--- src/dacvb_pkg.sv ---
// ---------------------------------------------------------------------------
// dacvb_pkg: constants for the digital audio converter verb registers
// ---------------------------------------------------------------------------
// holds node ids, verb codes, parameter ids, field positions and reset values
// assumes no surroundings; used by dacvb_regs and dacvb_regs_tb
package dacvb_pkg;

  // node ids of the two converters
  localparam logic [7:0]  NODE_OUT       = 8'h1f;
  localparam logic [7:0]  NODE_IN        = 8'h20;

  // twelve-bit verbs
  localparam logic [11:0] VERB_GET_PARAM = 12'hf00;
  localparam logic [11:0] VERB_GET_ASSIGN = 12'hf06;
  localparam logic [11:0] VERB_SET_ASSIGN = 12'h706;
  localparam logic [11:0] VERB_GET_DIGITAL_CONTROL = 12'hf0d;
  localparam logic [11:0] VERB_SET_DIGLO  = 12'h70d;
  localparam logic [11:0] VERB_SET_DIGHI  = 12'h70e;
  // four-bit verbs carrying sixteen payload bits
  localparam logic [3:0]  VERB_GET_FMT   = 4'ha;
  localparam logic [3:0]  VERB_SET_FMT   = 4'h2;

  // parameter ids
  localparam logic [7:0]  PARAM_WIDGET_CAP = 8'h09;
  localparam logic [7:0]  PARAM_FORMAT_CAP = 8'h0a;
  localparam logic [7:0]  PARAM_STREAM_CAP = 8'h0b;
  localparam logic [7:0]  PARAM_CONN_LEN   = 8'h0e;

  // widget capability fields
  localparam logic [3:0]  TYPE_AUDIO_OUT = 4'h0;
  localparam logic [3:0]  TYPE_AUDIO_IN  = 4'h1;
  localparam logic [3:0]  TYPE_VENDOR    = 4'hf;
  localparam logic [3:0]  WIDGET_CAPABILITY_DELAY     = 4'h4;
  localparam int          WIDGET_CAPABILITY_TYPE_LSB  = 20;
  localparam int          WIDGET_CAPABILITY_DELAY_LSB = 16;
  // digital stream, connection list, format override, stereo
  localparam logic [31:0] WIDGET_CAPABILITY_DIGITAL   = 32'h0000_0200;
  localparam logic [31:0] WIDGET_CAPABILITY_CONN_LIST = 32'h0000_0100;
  localparam logic [31:0] WIDGET_CAPABILITY_OVERRIDE  = 32'h0000_0010;
  localparam logic [31:0] WIDGET_CAPABILITY_STEREO    = 32'h0000_0001;

  // format capability: sizes 24/20/16 plus rate bits
  localparam logic [31:0] FCAP_SIZES     = 32'h000e_0000;
  localparam logic [31:0] FCAP_RATES_OUT = 32'h0000_05e0;
  localparam logic [31:0] FCAP_RATES_IN  = 32'h0000_0160;
  // stream types: compressed bit 2, float bit 1 clear, pcm bit 0
  localparam logic [31:0] SCAP_VALUE     = 32'h0000_0005;
  // short form list, one entry
  localparam logic [31:0] CONN_LEN_IN    = 32'h0000_0001;

  // sample format: reset 24 bits, two channels; bit 7 reserved
  localparam logic [15:0] FMT_RESET      = 16'h0031;
  localparam logic [15:0] FMT_WMASK      = 16'hff7f;
  localparam int          FMT_KIND_BIT   = 15;
  localparam int          FMT_BASE_BIT   = 14;
  localparam int          FMT_MULT_LSB   = 11;
  localparam int          FMT_DIV_LSB    = 8;
  localparam int          FMT_SIZE_LSB   = 4;
  localparam logic [15:0] DIGITAL_CONTROL_RESET   = 16'h0000;
  localparam logic [7:0]  ASSIGN_RESET   = 8'h00;

  // link framing
  localparam logic [5:0]  CMD_BITS       = 6'd40;
  localparam logic [5:0]  RESP_BITS      = 6'd32;
  // mclk cycles without a bit clock rise that end a cut frame
  localparam logic [5:0]  GAP_LIMIT      = 6'd32;

endpackage : dacvb_pkg

--- src/dacvb_regs.sv ---
// ---------------------------------------------------------------------------
// dacvb_regs: verb-addressed registers of digital audio out/in converters
// ---------------------------------------------------------------------------
// assumes a bit clock, frame sync and command line from the controller,
// all sampled by mclk_i (50 MHz) through two flip-flops each
// Summary of operation
// - out widget capability: output type, delay four, digital, override, stereo.
// - in widget capability: type 1h if input enabled else Fh, plus list present.
// - in connection list length: short form, one entry.
// - both format capabilities: 16, 20, 24 bit sizes only.
// - out rates: 44.1, 48, 88.2, 96, 192 kHz only.
// - in rates: 44.1, 48, 96 kHz only.
// - stream capability: pcm and compressed yes, float no.
// - out stream id bits 7:4, lowest channel 3:0, reset zero; zero is unused.
// - out digital control: eight flag bits plus seven-bit category code, reset zero.
// - digital control read F0D, written 70D/70E; every set answers zero.
// - format read verb A, written verb 2; bit 15 kind, bit 14 base.
// - rate multiple 000 x1, 001 x2, 011 x4; divisor field plus one.
// - sample size 8/16/20/24, reset 24; channels minus one, reset two.
// - out converter has the same sample format control as input.
// - in converter holds stream id and lowest channel via F06/706.
`timescale 1ns/1ps

module dacvb_regs #(
  parameter logic [3:0] CODEC_ADDR = 4'h0
) (
  // clock and reset
  input  wire logic        mclk_i,
  input  wire logic        rst_b_i,
  // link pins
  input  wire logic        bit_clk_i,
  input  wire logic        sync_i,
  input  wire logic        sdo_i,
  output logic             sdi_o,
  output logic             sdi_oe_b_o,
  // strap for the input converter
  input  wire logic        dig_in_enable_i,
  // output converter controls
  output logic [15:0]      out_sample_format_o,
  output logic [7:0]       out_stream_channel_assign_o,
  output logic [15:0]      out_digital_control_o,
  output logic             out_stream_active_o,
  output logic [2:0]       out_rate_multiple_o,
  output logic [3:0]       out_rate_divisor_o,
  output logic [4:0]       out_sample_size_o,
  output logic [4:0]       out_channel_count_o,
  // input converter controls
  output logic [15:0]      in_sample_format_o,
  output logic [7:0]       in_stream_channel_assign_o,
  output logic             in_stream_active_o,
  output logic [2:0]       in_rate_multiple_o,
  output logic [3:0]       in_rate_divisor_o,
  output logic [4:0]       in_sample_size_o,
  output logic [4:0]       in_channel_count_o
);

  // -------------------------------------------------------------------------
  // decode functions
  // -------------------------------------------------------------------------
  // rate multiple factor, zero for reserved codes
  function automatic logic [2:0] dacvb_mult(input logic [2:0] code);
    case (code)
      3'h0:    dacvb_mult = 3'h1;
      3'h1:    dacvb_mult = 3'h2;
      3'h3:    dacvb_mult = 3'h4;
      default: dacvb_mult = 3'h0;
    endcase
  endfunction : dacvb_mult

  // bits per sample, zero for reserved codes
  function automatic logic [4:0] dacvb_size(input logic [2:0] code);
    case (code)
      3'h0:    dacvb_size = 5'h08;
      3'h1:    dacvb_size = 5'h10;
      3'h2:    dacvb_size = 5'h14;
      3'h3:    dacvb_size = 5'h18;
      default: dacvb_size = 5'h00;
    endcase
  endfunction : dacvb_size

  // -------------------------------------------------------------------------
  // pin synchronisers
  // -------------------------------------------------------------------------
  logic [3:0] sync_a;
  logic [3:0] sync_b;
  logic       bclk_prev;
  logic [5:0] gap_cnt;
  logic       frame_cut;

  // two flip-flops per pin; only stage b feeds logic
  always_ff @(posedge mclk_i) begin
    sync_a    <= {dig_in_enable_i, sdo_i, sync_i, bit_clk_i};
    sync_b    <= sync_a;
    bclk_prev <= sync_b[0];
  end

  wire logic bclk_rise = sync_b[0] & ~bclk_prev;
  wire logic frame_go  = bclk_rise & sync_b[1];
  wire logic sdo_bit   = sync_b[2];
  wire logic in_enable = sync_b[3];

  // -------------------------------------------------------------------------
  // command capture
  // -------------------------------------------------------------------------
  typedef enum {ST_IDLE, ST_SHIFT} dacvb_rx_type;
  dacvb_rx_type rx_state;
  logic [39:0]  cmd;
  logic [5:0]   cmd_cnt;
  logic         cmd_done;

  // shifts forty bits after each frame sync, msb first
  always_ff @(posedge mclk_i) begin
    if (!rst_b_i) begin
      rx_state <= ST_IDLE;
      cmd      <= 40'h00_0000_0000;
      cmd_cnt  <= 6'h00;
      cmd_done <= 1'b0;
    end else begin
      cmd_done <= 1'b0;
      case (rx_state)
        ST_IDLE: begin
          if (frame_go) begin
            rx_state <= ST_SHIFT;
            cmd_cnt  <= 6'h00;
          end
        end
        ST_SHIFT: begin
          if (bclk_rise) begin
            cmd     <= {cmd[38:0], sdo_bit};
            cmd_cnt <= cmd_cnt + 6'h01;
            if (cmd_cnt == dacvb_pkg::CMD_BITS - 6'h01) begin
              rx_state <= ST_IDLE;
              cmd_done <= 1'b1;
            end
          end else if (frame_cut) begin
            rx_state <= ST_IDLE; // partial command dropped
          end
        end
        default: rx_state <= ST_IDLE;
      endcase
    end
  end

  // -------------------------------------------------------------------------
  // command decode
  // -------------------------------------------------------------------------
  wire logic        addr_hit = cmd[39:36] == CODEC_ADDR;
  wire logic [7:0]  nid      = cmd[35:28];
  wire logic [11:0] verb12   = cmd[19:8];
  wire logic [3:0]  verb4    = cmd[19:16];
  wire logic [7:0]  pay8     = cmd[7:0];
  wire logic [15:0] pay16    = cmd[15:0];
  wire logic        take     = cmd_done & addr_hit;
  wire logic        hit_out  = take & (nid == dacvb_pkg::NODE_OUT);
  wire logic        hit_in   = take & (nid == dacvb_pkg::NODE_IN);
  wire logic        is_param = verb12 == dacvb_pkg::VERB_GET_PARAM;
  wire logic        set_fmt  = verb4 == dacvb_pkg::VERB_SET_FMT;
  wire logic        set_asg  = verb12 == dacvb_pkg::VERB_SET_ASSIGN;
  wire logic        set_dlo  = verb12 == dacvb_pkg::VERB_SET_DIGLO;
  wire logic        set_dhi  = verb12 == dacvb_pkg::VERB_SET_DIGHI;

  // -------------------------------------------------------------------------
  // writable state
  // -------------------------------------------------------------------------
  logic [15:0] out_fmt;
  logic [15:0] in_fmt;
  logic [7:0]  out_asg;
  logic [7:0]  in_asg;
  logic [15:0] out_dig;

  // set verbs; reserved bits never stored
  always_ff @(posedge mclk_i) begin
    if (!rst_b_i) begin
      out_fmt <= dacvb_pkg::FMT_RESET;
      in_fmt  <= dacvb_pkg::FMT_RESET;
      out_asg <= dacvb_pkg::ASSIGN_RESET;
      in_asg  <= dacvb_pkg::ASSIGN_RESET;
      out_dig <= dacvb_pkg::DIGITAL_CONTROL_RESET;
    end else begin
      if (hit_out && set_fmt) out_fmt <= pay16 & dacvb_pkg::FMT_WMASK;
      if (hit_in && set_fmt)  in_fmt  <= pay16 & dacvb_pkg::FMT_WMASK;
      if (hit_out && set_asg) out_asg <= pay8;
      if (hit_in && set_asg)  in_asg  <= pay8;
      if (hit_out && set_dlo) out_dig[7:0]  <= pay8;
      if (hit_out && set_dhi) out_dig[14:8] <= pay8[6:0];
    end
  end

  // -------------------------------------------------------------------------
  // response selection
  // -------------------------------------------------------------------------
  wire logic [3:0]  in_type  = in_enable ? dacvb_pkg::TYPE_AUDIO_IN
                                         : dacvb_pkg::TYPE_VENDOR;
  wire logic [31:0] widget_capability_com = dacvb_pkg::WIDGET_CAPABILITY_DIGITAL | dacvb_pkg::WIDGET_CAPABILITY_OVERRIDE
                             | dacvb_pkg::WIDGET_CAPABILITY_STEREO
                             | (32'(dacvb_pkg::WIDGET_CAPABILITY_DELAY) << dacvb_pkg::WIDGET_CAPABILITY_DELAY_LSB);
  wire logic [31:0] widget_capability_out = widget_capability_com
                             | (32'(dacvb_pkg::TYPE_AUDIO_OUT) << dacvb_pkg::WIDGET_CAPABILITY_TYPE_LSB);
  wire logic [31:0] widget_capability_in  = widget_capability_com | dacvb_pkg::WIDGET_CAPABILITY_CONN_LIST
                             | (32'(in_type) << dacvb_pkg::WIDGET_CAPABILITY_TYPE_LSB);
  wire logic [31:0] fcap_out = dacvb_pkg::FCAP_SIZES | dacvb_pkg::FCAP_RATES_OUT;
  wire logic [31:0] fcap_in  = dacvb_pkg::FCAP_SIZES | dacvb_pkg::FCAP_RATES_IN;

  logic [31:0] next_resp;

  // get verbs; set verbs and unknown verbs answer zero
  always_comb begin
    next_resp = 32'h0000_0000;
    if (hit_out && is_param) begin
      case (pay8)
        dacvb_pkg::PARAM_WIDGET_CAP: next_resp = widget_capability_out;
        dacvb_pkg::PARAM_FORMAT_CAP: next_resp = fcap_out;
        dacvb_pkg::PARAM_STREAM_CAP: next_resp = dacvb_pkg::SCAP_VALUE;
        default:                     next_resp = 32'h0000_0000;
      endcase
    end else if (hit_in && is_param) begin
      case (pay8)
        dacvb_pkg::PARAM_WIDGET_CAP: next_resp = widget_capability_in;
        dacvb_pkg::PARAM_FORMAT_CAP: next_resp = fcap_in;
        dacvb_pkg::PARAM_STREAM_CAP: next_resp = dacvb_pkg::SCAP_VALUE;
        dacvb_pkg::PARAM_CONN_LEN:   next_resp = dacvb_pkg::CONN_LEN_IN;
        default:                     next_resp = 32'h0000_0000;
      endcase
    end else if (hit_out || hit_in) begin
      if (verb4 == dacvb_pkg::VERB_GET_FMT)
        next_resp = {16'h0000, hit_out ? out_fmt : in_fmt};
      else if (verb12 == dacvb_pkg::VERB_GET_ASSIGN)
        next_resp = {24'h00_0000, hit_out ? out_asg : in_asg};
      else if (hit_out && verb12 == dacvb_pkg::VERB_GET_DIGITAL_CONTROL)
        next_resp = {16'h0000, out_dig};
    end
  end

  // -------------------------------------------------------------------------
  // response shift-out in the next frame
  // -------------------------------------------------------------------------
  logic [31:0] resp;
  logic        resp_pend;
  logic [5:0]  tx_cnt;

  // answer held until the next sync, then 32 bits msb first
  always_ff @(posedge mclk_i) begin
    if (!rst_b_i) begin
      resp       <= 32'h0000_0000;
      resp_pend  <= 1'b0;
      tx_cnt     <= 6'h00;
      sdi_o      <= 1'b0;
      sdi_oe_b_o <= 1'b1;
    end else if (take && (hit_out || hit_in)) begin
      resp      <= next_resp;
      resp_pend <= 1'b1;
    end else if (frame_go && resp_pend) begin
      resp_pend  <= 1'b0;
      tx_cnt     <= dacvb_pkg::RESP_BITS;
      sdi_o      <= resp[31];
      resp       <= {resp[30:0], 1'b0};
      sdi_oe_b_o <= 1'b0;
    end else if (bclk_rise && tx_cnt != 6'h00) begin
      tx_cnt     <= tx_cnt - 6'h01;
      sdi_o      <= resp[31];
      resp       <= {resp[30:0], 1'b0};
      sdi_oe_b_o <= (tx_cnt == 6'h01);
    end else if (frame_cut) begin
      tx_cnt     <= 6'h00; // stalled clock: release the line
      sdi_o      <= 1'b0;
      sdi_oe_b_o <= 1'b1;
    end
  end

  // -------------------------------------------------------------------------
  // cut frame guard
  // -------------------------------------------------------------------------
  wire logic in_frame = (rx_state == ST_SHIFT) || (tx_cnt != 6'h00);

  // a bit clock that stops mid-frame would leave capture or answer open
  assign frame_cut = gap_cnt == dacvb_pkg::GAP_LIMIT;

  // mclk cycles since the last bit clock rise, held at the limit
  always_ff @(posedge mclk_i) begin
    if (!rst_b_i || bclk_rise || !in_frame) begin
      gap_cnt <= 6'h00;
    end else if (!frame_cut) begin
      gap_cnt <= gap_cnt + 6'h01;
    end
  end

  // -------------------------------------------------------------------------
  // decoded control outputs
  // -------------------------------------------------------------------------
  always_ff @(posedge mclk_i) begin
    out_sample_format_o         <= out_fmt;
    in_sample_format_o          <= in_fmt;
    out_stream_channel_assign_o <= out_asg;
    in_stream_channel_assign_o  <= in_asg;
    out_digital_control_o       <= out_dig;
    out_stream_active_o         <= out_asg[7:4] != 4'h0;
    in_stream_active_o          <= in_asg[7:4] != 4'h0;
    out_rate_multiple_o         <= dacvb_mult(out_fmt[13:11]);
    in_rate_multiple_o          <= dacvb_mult(in_fmt[13:11]);
    out_rate_divisor_o          <= {1'b0, out_fmt[10:8]} + 4'h1;
    in_rate_divisor_o           <= {1'b0, in_fmt[10:8]} + 4'h1;
    out_sample_size_o           <= dacvb_size(out_fmt[6:4]);
    in_sample_size_o            <= dacvb_size(in_fmt[6:4]);
    out_channel_count_o         <= {1'b0, out_fmt[3:0]} + 5'h01;
    in_channel_count_o          <= {1'b0, in_fmt[3:0]} + 5'h01;
  end

endmodule : dacvb_regs

--- config.mk ---
export PLATFORM = sky130hd
export DESIGN_NAME = dacvb_regs
export DESIGN_NICKNAME = d
export VERILOG_FILES = /design/src/dacvb_pkg.sv /design/src/dacvb_regs.sv
export SDC_FILE = /design/constraint.sdc
export NUM_CORES = 1
export LEC_CHECK = 0
export BUFFER_PORTS_ARGS = -buffer_cell sky130_fd_sc_hd__buf_2
export CAP_MARGIN = 20
export CORE_UTILIZATION = 58
export DETAILED_ROUTE_END_ITERATION = 8
export PLACE_DENSITY_LB_ADDON = 0.12
export SLEW_MARGIN = 15
export SYNTH_ARGS = -nofsm -noshare
export SYNTH_HDL_FRONTEND = slang
export SYNTH_SLANG_ARGS = --single-unit
--- constraint.sdc ---
create_clock -name mclk_i -period 2.75 [get_ports mclk_i]
set_clock_uncertainty 0.05 [all_clocks]
set_input_delay 0.1375 -clock mclk_i [delete_from_list [all_inputs] [get_ports mclk_i]]
set_output_delay 0.1375 -clock mclk_i [all_outputs]
set_load 0.005 [all_outputs]
# --- Word level (Yosys, flattened, before mapping) ---
# Cells that the tools add are included.
word_totals:
  out_inout_bits: 102
  in_bits: 6
  elab_cells: 155
  reg_bits: 293
classes:
  muxes: 38
  n_reduce_logical: 36
  n_bitwise: 7
  n_eq_ne: 33
  add_sub_neg: 7
op_table:
  columns: ["operator", "count"]
  rows:
  - ["2-to-1 mux 32 bit", 9]
  - ["case mux 24 bit (4 select lines)", 1]
  - ["case mux 32 bit (2 select lines)", 1]
  - ["case mux 20 bit (3 select lines)", 1]
  - ["2-to-1 mux 16 bit", 3]
  - ["case mux 5 bit (4 select lines)", 2]
  - ["== test 12 x 11 -> 1 bit, second input constant", 3]
  - ["== test 12 bit, second input constant", 3]
  - ["== test 32 x 1 -> 1 bit, second input constant", 1]
  - ["== test 32 x 2 -> 1 bit, second input constant", 1]
  - ["== test 8 x 4 -> 1 bit, second input constant", 4]
  - ["zero test 32 bit", 1]
  - ["2-to-1 mux 15 bit", 2]
  - ["2-to-1 mux 6 bit", 5]
  - ["== test 3 x 2 -> 1 bit, second input constant", 6]
  - ["case mux 3 bit (3 select lines)", 2]
  - ["adder 6 x 1 -> 6 bit, second input constant", 2]
  - ["== test 3 x 1 -> 1 bit, second input constant", 4]
  - ["== test 6 bit, second input constant", 2]
  - ["logical AND 1 bit", 12]
  - ["zero test 3 bit", 4]
  - ["case mux 6 bit (2 select lines)", 1]
  - ["adder 4 x 1 -> 5 bit, second input constant", 2]
  - ["2-to-1 mux 1 bit", 9]
  - ["other kinds (22)", 40]

# --- Longest topological paths before layout ---
logic_depth:
  ltp_word: 11
  depth_mapped: 9
  ltp_nobuf: 7

# --- Worst setup path before layout ---
# Ideal clock, no wire load.
synth_path:
  kind: "reg-to-reg"
  startpoint: "reg cmd[30]"
  endpoint: "reg in_fmt[0]"
  synth_period_minus_slack_ps: 2063
  stages_incl_launch_ff: 8
  setup_ps: 129
  required_ps: 2571
  slack_ps: 687
  arrival_time_ps: 1884
  path_buffers: 1
  path_cell_list: "dfxtp_1 or4b_4 nor3_4 and2_1 nand2_2 buf_4 mux2i_1 nand2_1"
synth_between:
  elab_chain_len: 3
synth_rtl:
  columns: ["element", "line", "text"]
  rows:
  - ["start, declared", "dacvb_regs.sv:107", "logic [39:0] cmd;"]
  - ["start signal, assigned", "dacvb_regs.sv:129", "cmd <= {cmd[38:0], sdo_bit};"]
  - ["== test 8 x 6 -> 1 bit", "dacvb_regs.sv:155", "wire logic hit_in = take & (nid == dacvb_pkg::NODE_IN);"]
  - ["AND 1 bit", "dacvb_regs.sv:155", null]
  - ["logical AND 1 bit", "dacvb_regs.sv:181", "if (hit_in && set_fmt) in_fmt <= pay16 & dacvb_pkg::FMT_WMASK;"]
  - ["end signal, assigned", "dacvb_regs.sv:175", "in_fmt <= dacvb_pkg::FMT_RESET;"]
  - ["end signal, assigned", "dacvb_regs.sv:181", null]
  - ["end, declared", "dacvb_regs.sv:166", "logic [15:0] in_fmt;"]
# No other way between the ends.
# A chain may end at the register's enable or synchronous reset.

# --- Final worst setup path ---
layout_path:
  startpoint: "reg cmd[35]"
  endpoint: "reg resp[6]"
layout_between:
  elab_chain_len: 10
layout_rtl:
  columns: ["element", "line", "text"]
  rows:
  - ["== test 8 x 5 -> 1 bit", "dacvb_regs.sv:154", "wire logic hit_out = take & (nid == dacvb_pkg::NODE_OUT);"]
  - ["AND 1 bit", "dacvb_regs.sv:154", null]
  - ["logical AND 1 bit", "dacvb_regs.sv:229", "else if (hit_out && verb12 == dacvb_pkg::VERB_GET_DIGITAL_CONTROL)"]
  - ["2-to-1 mux 15 bit", "dacvb_regs.sv:229", null]
  - ["2-to-1 mux 15 bit", "dacvb_regs.sv:227", "else if (verb12 == dacvb_pkg::VERB_GET_ASSIGN)"]
  - ["2-to-1 mux 16 bit", "dacvb_regs.sv:225", "if (verb4 == dacvb_pkg::VERB_GET_FMT)"]
  - ["2-to-1 mux 16 bit", "dacvb_regs.sv:224", "end else if (hit_out || hit_in) begin"]
  - ["2-to-1 mux 32 bit", "dacvb_regs.sv:216", "end else if (hit_in && is_param) begin"]
  - ["2-to-1 mux 32 bit", "dacvb_regs.sv:209", "if (hit_out && is_param) begin"]
  - ["2-to-1 mux 32 bit", "dacvb_regs.sv:249", "end else if (take && (hit_out || hit_in)) begin"]
  - ["end signal, assigned", "dacvb_regs.sv:250", "resp <= next_resp;"]
  - ["end signal, assigned", "dacvb_regs.sv:256", "resp <= {resp[30:0], 1'b0};"]
  - ["end signal, assigned", "dacvb_regs.sv:261", "resp <= {resp[30:0], 1'b0};"]
  - ["end, declared", "dacvb_regs.sv:237", "logic [31:0] resp;"]
# Several ways; a longest one is shown, not always the timed one.

==> results.json <==
{
  "status": "completed",
  "synth_edf_count": 0,
  "drc_errors": 0,
  "critical_path_class": "flop to flop",
  "placed_cell_area_um2": 10100,
  "clock_latency_ns": 0.53,
  "htreeDepth": 1,
  "setup-tns-final_ns": 0,
  "cts.sinks": 258,
  "dpl.cell_count": 1254,
  "hpwl_mm": 14.2,
  "grt-ovfl-total": 0,
  "dr.pass1.iters": 5,
  "final_util": 0.693,
  "crit_fanout": 15,
  "worst_slew_pin_slew_ns": 0.910,
  "wirelength_mm": 21.3,
  "ctsResizeCount": 0,
  "ys_seq_area_frac": 0.547,
  "cap_violations": 0,
  "fin_hold_ws_ns": 0.209,
  "synth_cell_type_count": 53,
  "ant_nets": 0,
  "rows": 46,
  "ys_async_sr_fraction": 0,
  "clk_pin_slew_ns": 0.06,
  "core-area_um2": 15900,
  "antenna_cells": 0,
  "initial_core_util": 0.594,
  "slew_violations": 0,
  "drt-initial-drc-count": 558,
  "design_area_um2": 11000,
  "syn-cell-area_um2": 9440,
  "synth_warnings": 0,
  "worstPathCellList": "nor4b_2 -> nand4_1 -> buf_4 -> mux2i_1 -> nor2_1 -> a211oi_1 -> a21oi_1",
  "p_clk_frac": 0.438,
  "io_buffers": 100,
  "p_leak_nw": 4.58,
  "layout.nets": 1086,
  "fmax_mhz": 404,
  "crit_path_start_kind": "flop",
  "cts_tree": "built",
  "grt_max_degree": 81,
  "power_frac_comb": 0.064,
  "finalSetupViolCount": 0,
  "fin_crit_sh": 0.901,
  "critPathMaxStageDelay_ns": 0.45,
  "antenna_found_initial": 0,
  "swShare": 0.222,
  "powerDensity_nw_per_um2": 704,
  "p_int_mw": 6.03,
  "finalNonFillerCells": 1303,
  "p_switching_mw": 1.72,
  "avgSynthCellArea_um2": 9.69,
  "syn_inst": 974,
  "cp-end-kind": "flop",
  "peakVddDrop_uv": 562,
  "track_usage": 0.254,
  "drive_gt1_frac": 0.167,
  "ys.flop_type": "dfxtp_1",
  "critPathSlowestCell": "nand4_1",
  "detail_route.wl_per_cell_um": 16.3,
  "numCtsBuffers": 25,
  "clk_path_buf_depth": 3,
  "hold_viol_final": 0,
  "rsz0062_at_grt": "no",
  "slew-limit-headroom": 0.392,
  "postCtsSetupRepairBufs": 0,
  "dp_slack_ns": 0.388,
  "die_area_um2": 16800,
  "grt_pass1_wl_mm": 33.5,
  "finalPower_mw": 7.75,
  "vias_per_cell": 5.36,
  "die_h_um": 130,
  "power_frac_seq": 0.498,
  "vias": 6983,
  "arrival_ns": 2.82,
  "hold_path.class": "input port to flop",
  "worst_ep_required_time_ns": 3.10,
  "fin_ws_ns": 0.273,
  "root_buffer": "clkbuf_16",
  "synth-seq-cells": 258,
  "period_needed_ns": 2.48,
  "place_congestion": 0.847,
  "chipWidth_um": 130,
  "pin_count": 108,
  "grt_pass1_vias": 6382,
  "area_growth_pct": 16.7
}
## worst max-delay path: cells and delay by family (launching register included)
kind	cells	cell delay [ns]
simple gates	3	0.90
compound gates	2	0.45
buf+inv	1	0.39
flops	1	0.34
mux	1	0.22
## worst paths after layout
path,cells past startpoint,slack [ns],to,from
worst min-delay path,2,0.21,sync_a[2]$_DFF_P_,sdo_i
worst min register to register,0,0.28,sync_b[3]$_DFF_P_,sync_a[3]$_DFF_P_
worst max-delay path,7,0.27,resp[6]$_SDFFE_PN0P_,cmd[35]$_SDFFE_PN0P_
worst max register to register,7,0.27,resp[6]$_SDFFE_PN0P_,cmd[35]$_SDFFE_PN0P_
## cells in the final DEF, fill, tap and decap left out, types with 5 or more instances in the layout
cell type      instances
dfxtp_1              258
a21oi_1               31
mux2i_1               68
buf_4                 22
clkinv_2               6
nor2_1                48
and3_1                 8
nand2_1              183
inv_1                 10
ha_1                  10
nor3_1                11
nand3_1               38
buf_2                100
clkbuf_16             25
a22oi_1                6
a21boi_0              54
xnor2_1                6
nor2b_1               55
nand4_1                9
o21ai_0               19
and2_1                 6
o211ai_1               5
clkbuf_1               5
nor3b_1                5
dlygate4sd3_1          5
a21o_1                 5
xor2_1                11
conb_1                 7
## state kept, by name, indices dropped and copies added (netlist names), 4 cells and up
| signal | flops |
|---|---|
| out_rate_divisor_o | 4 |
| out_stream_channel_assign_o | 8 |
| cmd | 40 |
| resp | 32 |
| tx_cnt | 6 |
| sync_b | 4 |
| out_channel_count_o | 5 |
| out_dig | 15 |
| out_asg | 8 |
| in_rate_divisor_o | 4 |
| in_channel_count_o | 5 |
| in_sample_format_o | 15 |
| out_sample_format_o | 15 |
| out_fmt | 15 |
| gap_cnt | 6 |
| cmd_cnt | 6 |
| in_asg | 8 |
| out_digital_control_o | 15 |
| in_stream_channel_assign_o | 8 |
| sync_a | 4 |
| in_fmt | 15 |
## synthesized netlist by cell type (5+ instances only)
master,n,area (um2)
clkbuf_1,44,165
dfxtp_1,258,5160
a21o_1,5,37.5
buf_4,9,67.6
xor2_1,11,96.3
and3_1,8,50.1
ha_1,10,125
nor2b_1,55,344
mux2i_1,68,681
a21oi_1,31,155
inv_1,10,37.5
buf_2,13,65.1
o211ai_1,5,37.5
o21ai_0,19,95.1
a22oi_1,6,45.0
nand2_1,183,687
nor3b_1,5,37.5
and2_1,6,37.5
xnor2_1,6,52.6
a21boi_0,54,405
nand4_1,9,56.3
nor2_1,48,180
a31oi_1,5,31.3
nand3_1,38,190
nor3_1,11,55.1
## cell type report
cell class              count  area [um2]
flip-flops and latches    258        5160
fillers                  1269        4870
multi-input cells         646        3970
repair buffers            129         756
clock buffers              32         672
well taps                 216         270
clock inverters            12         145
inverters                  10        37.5
## repair_timing
action	CTS	global route
endpoints found under the setup margin	0	0
hold endpoints to repair	6	0
hold buffers	5	0
## per-layer routing
metal	track usage	vias up	wire, um
met5	0	-	0
met1	0.345	3317	9780
met3	0.0376	48	853
met4	0.0971	0	725
li1	-	3470	-
met2	0.410	148	9910
## cells by family after synthesis
kind of cell               after synthesis  share of synthesized area
AOI/OAI and AO/OA                      152                      0.110
xor gates and xnor gates                17                     0.0158
adders and majority gates               10                     0.0133
buffers and inverters                   76                     0.0355
DFF                                    258                      0.547
muxes                                   68                     0.0721
other                                    1                   0.000397
and+or+nand+nor                        392                      0.206
## power by group through the flow
| stage | clock network (mW) | registers, mW | logic [mW] |
|---|---|---|---|
| 6_report | 3.39 | 3.86 | 0.496 |
| 2_1_floorplan | 0 | 3.93 | 0.373 |
| 5_1_grt | 3.59 | 3.87 | 0.550 |
| 4_1_cts | 3.44 | 3.86 | 0.497 |
| 3_3_place_gp | 0 | 3.94 | 0.484 |
| 3_5_place_dp | 0 | 3.94 | 0.489 |
No activity file was read; power rests on OpenSTA's default activity.
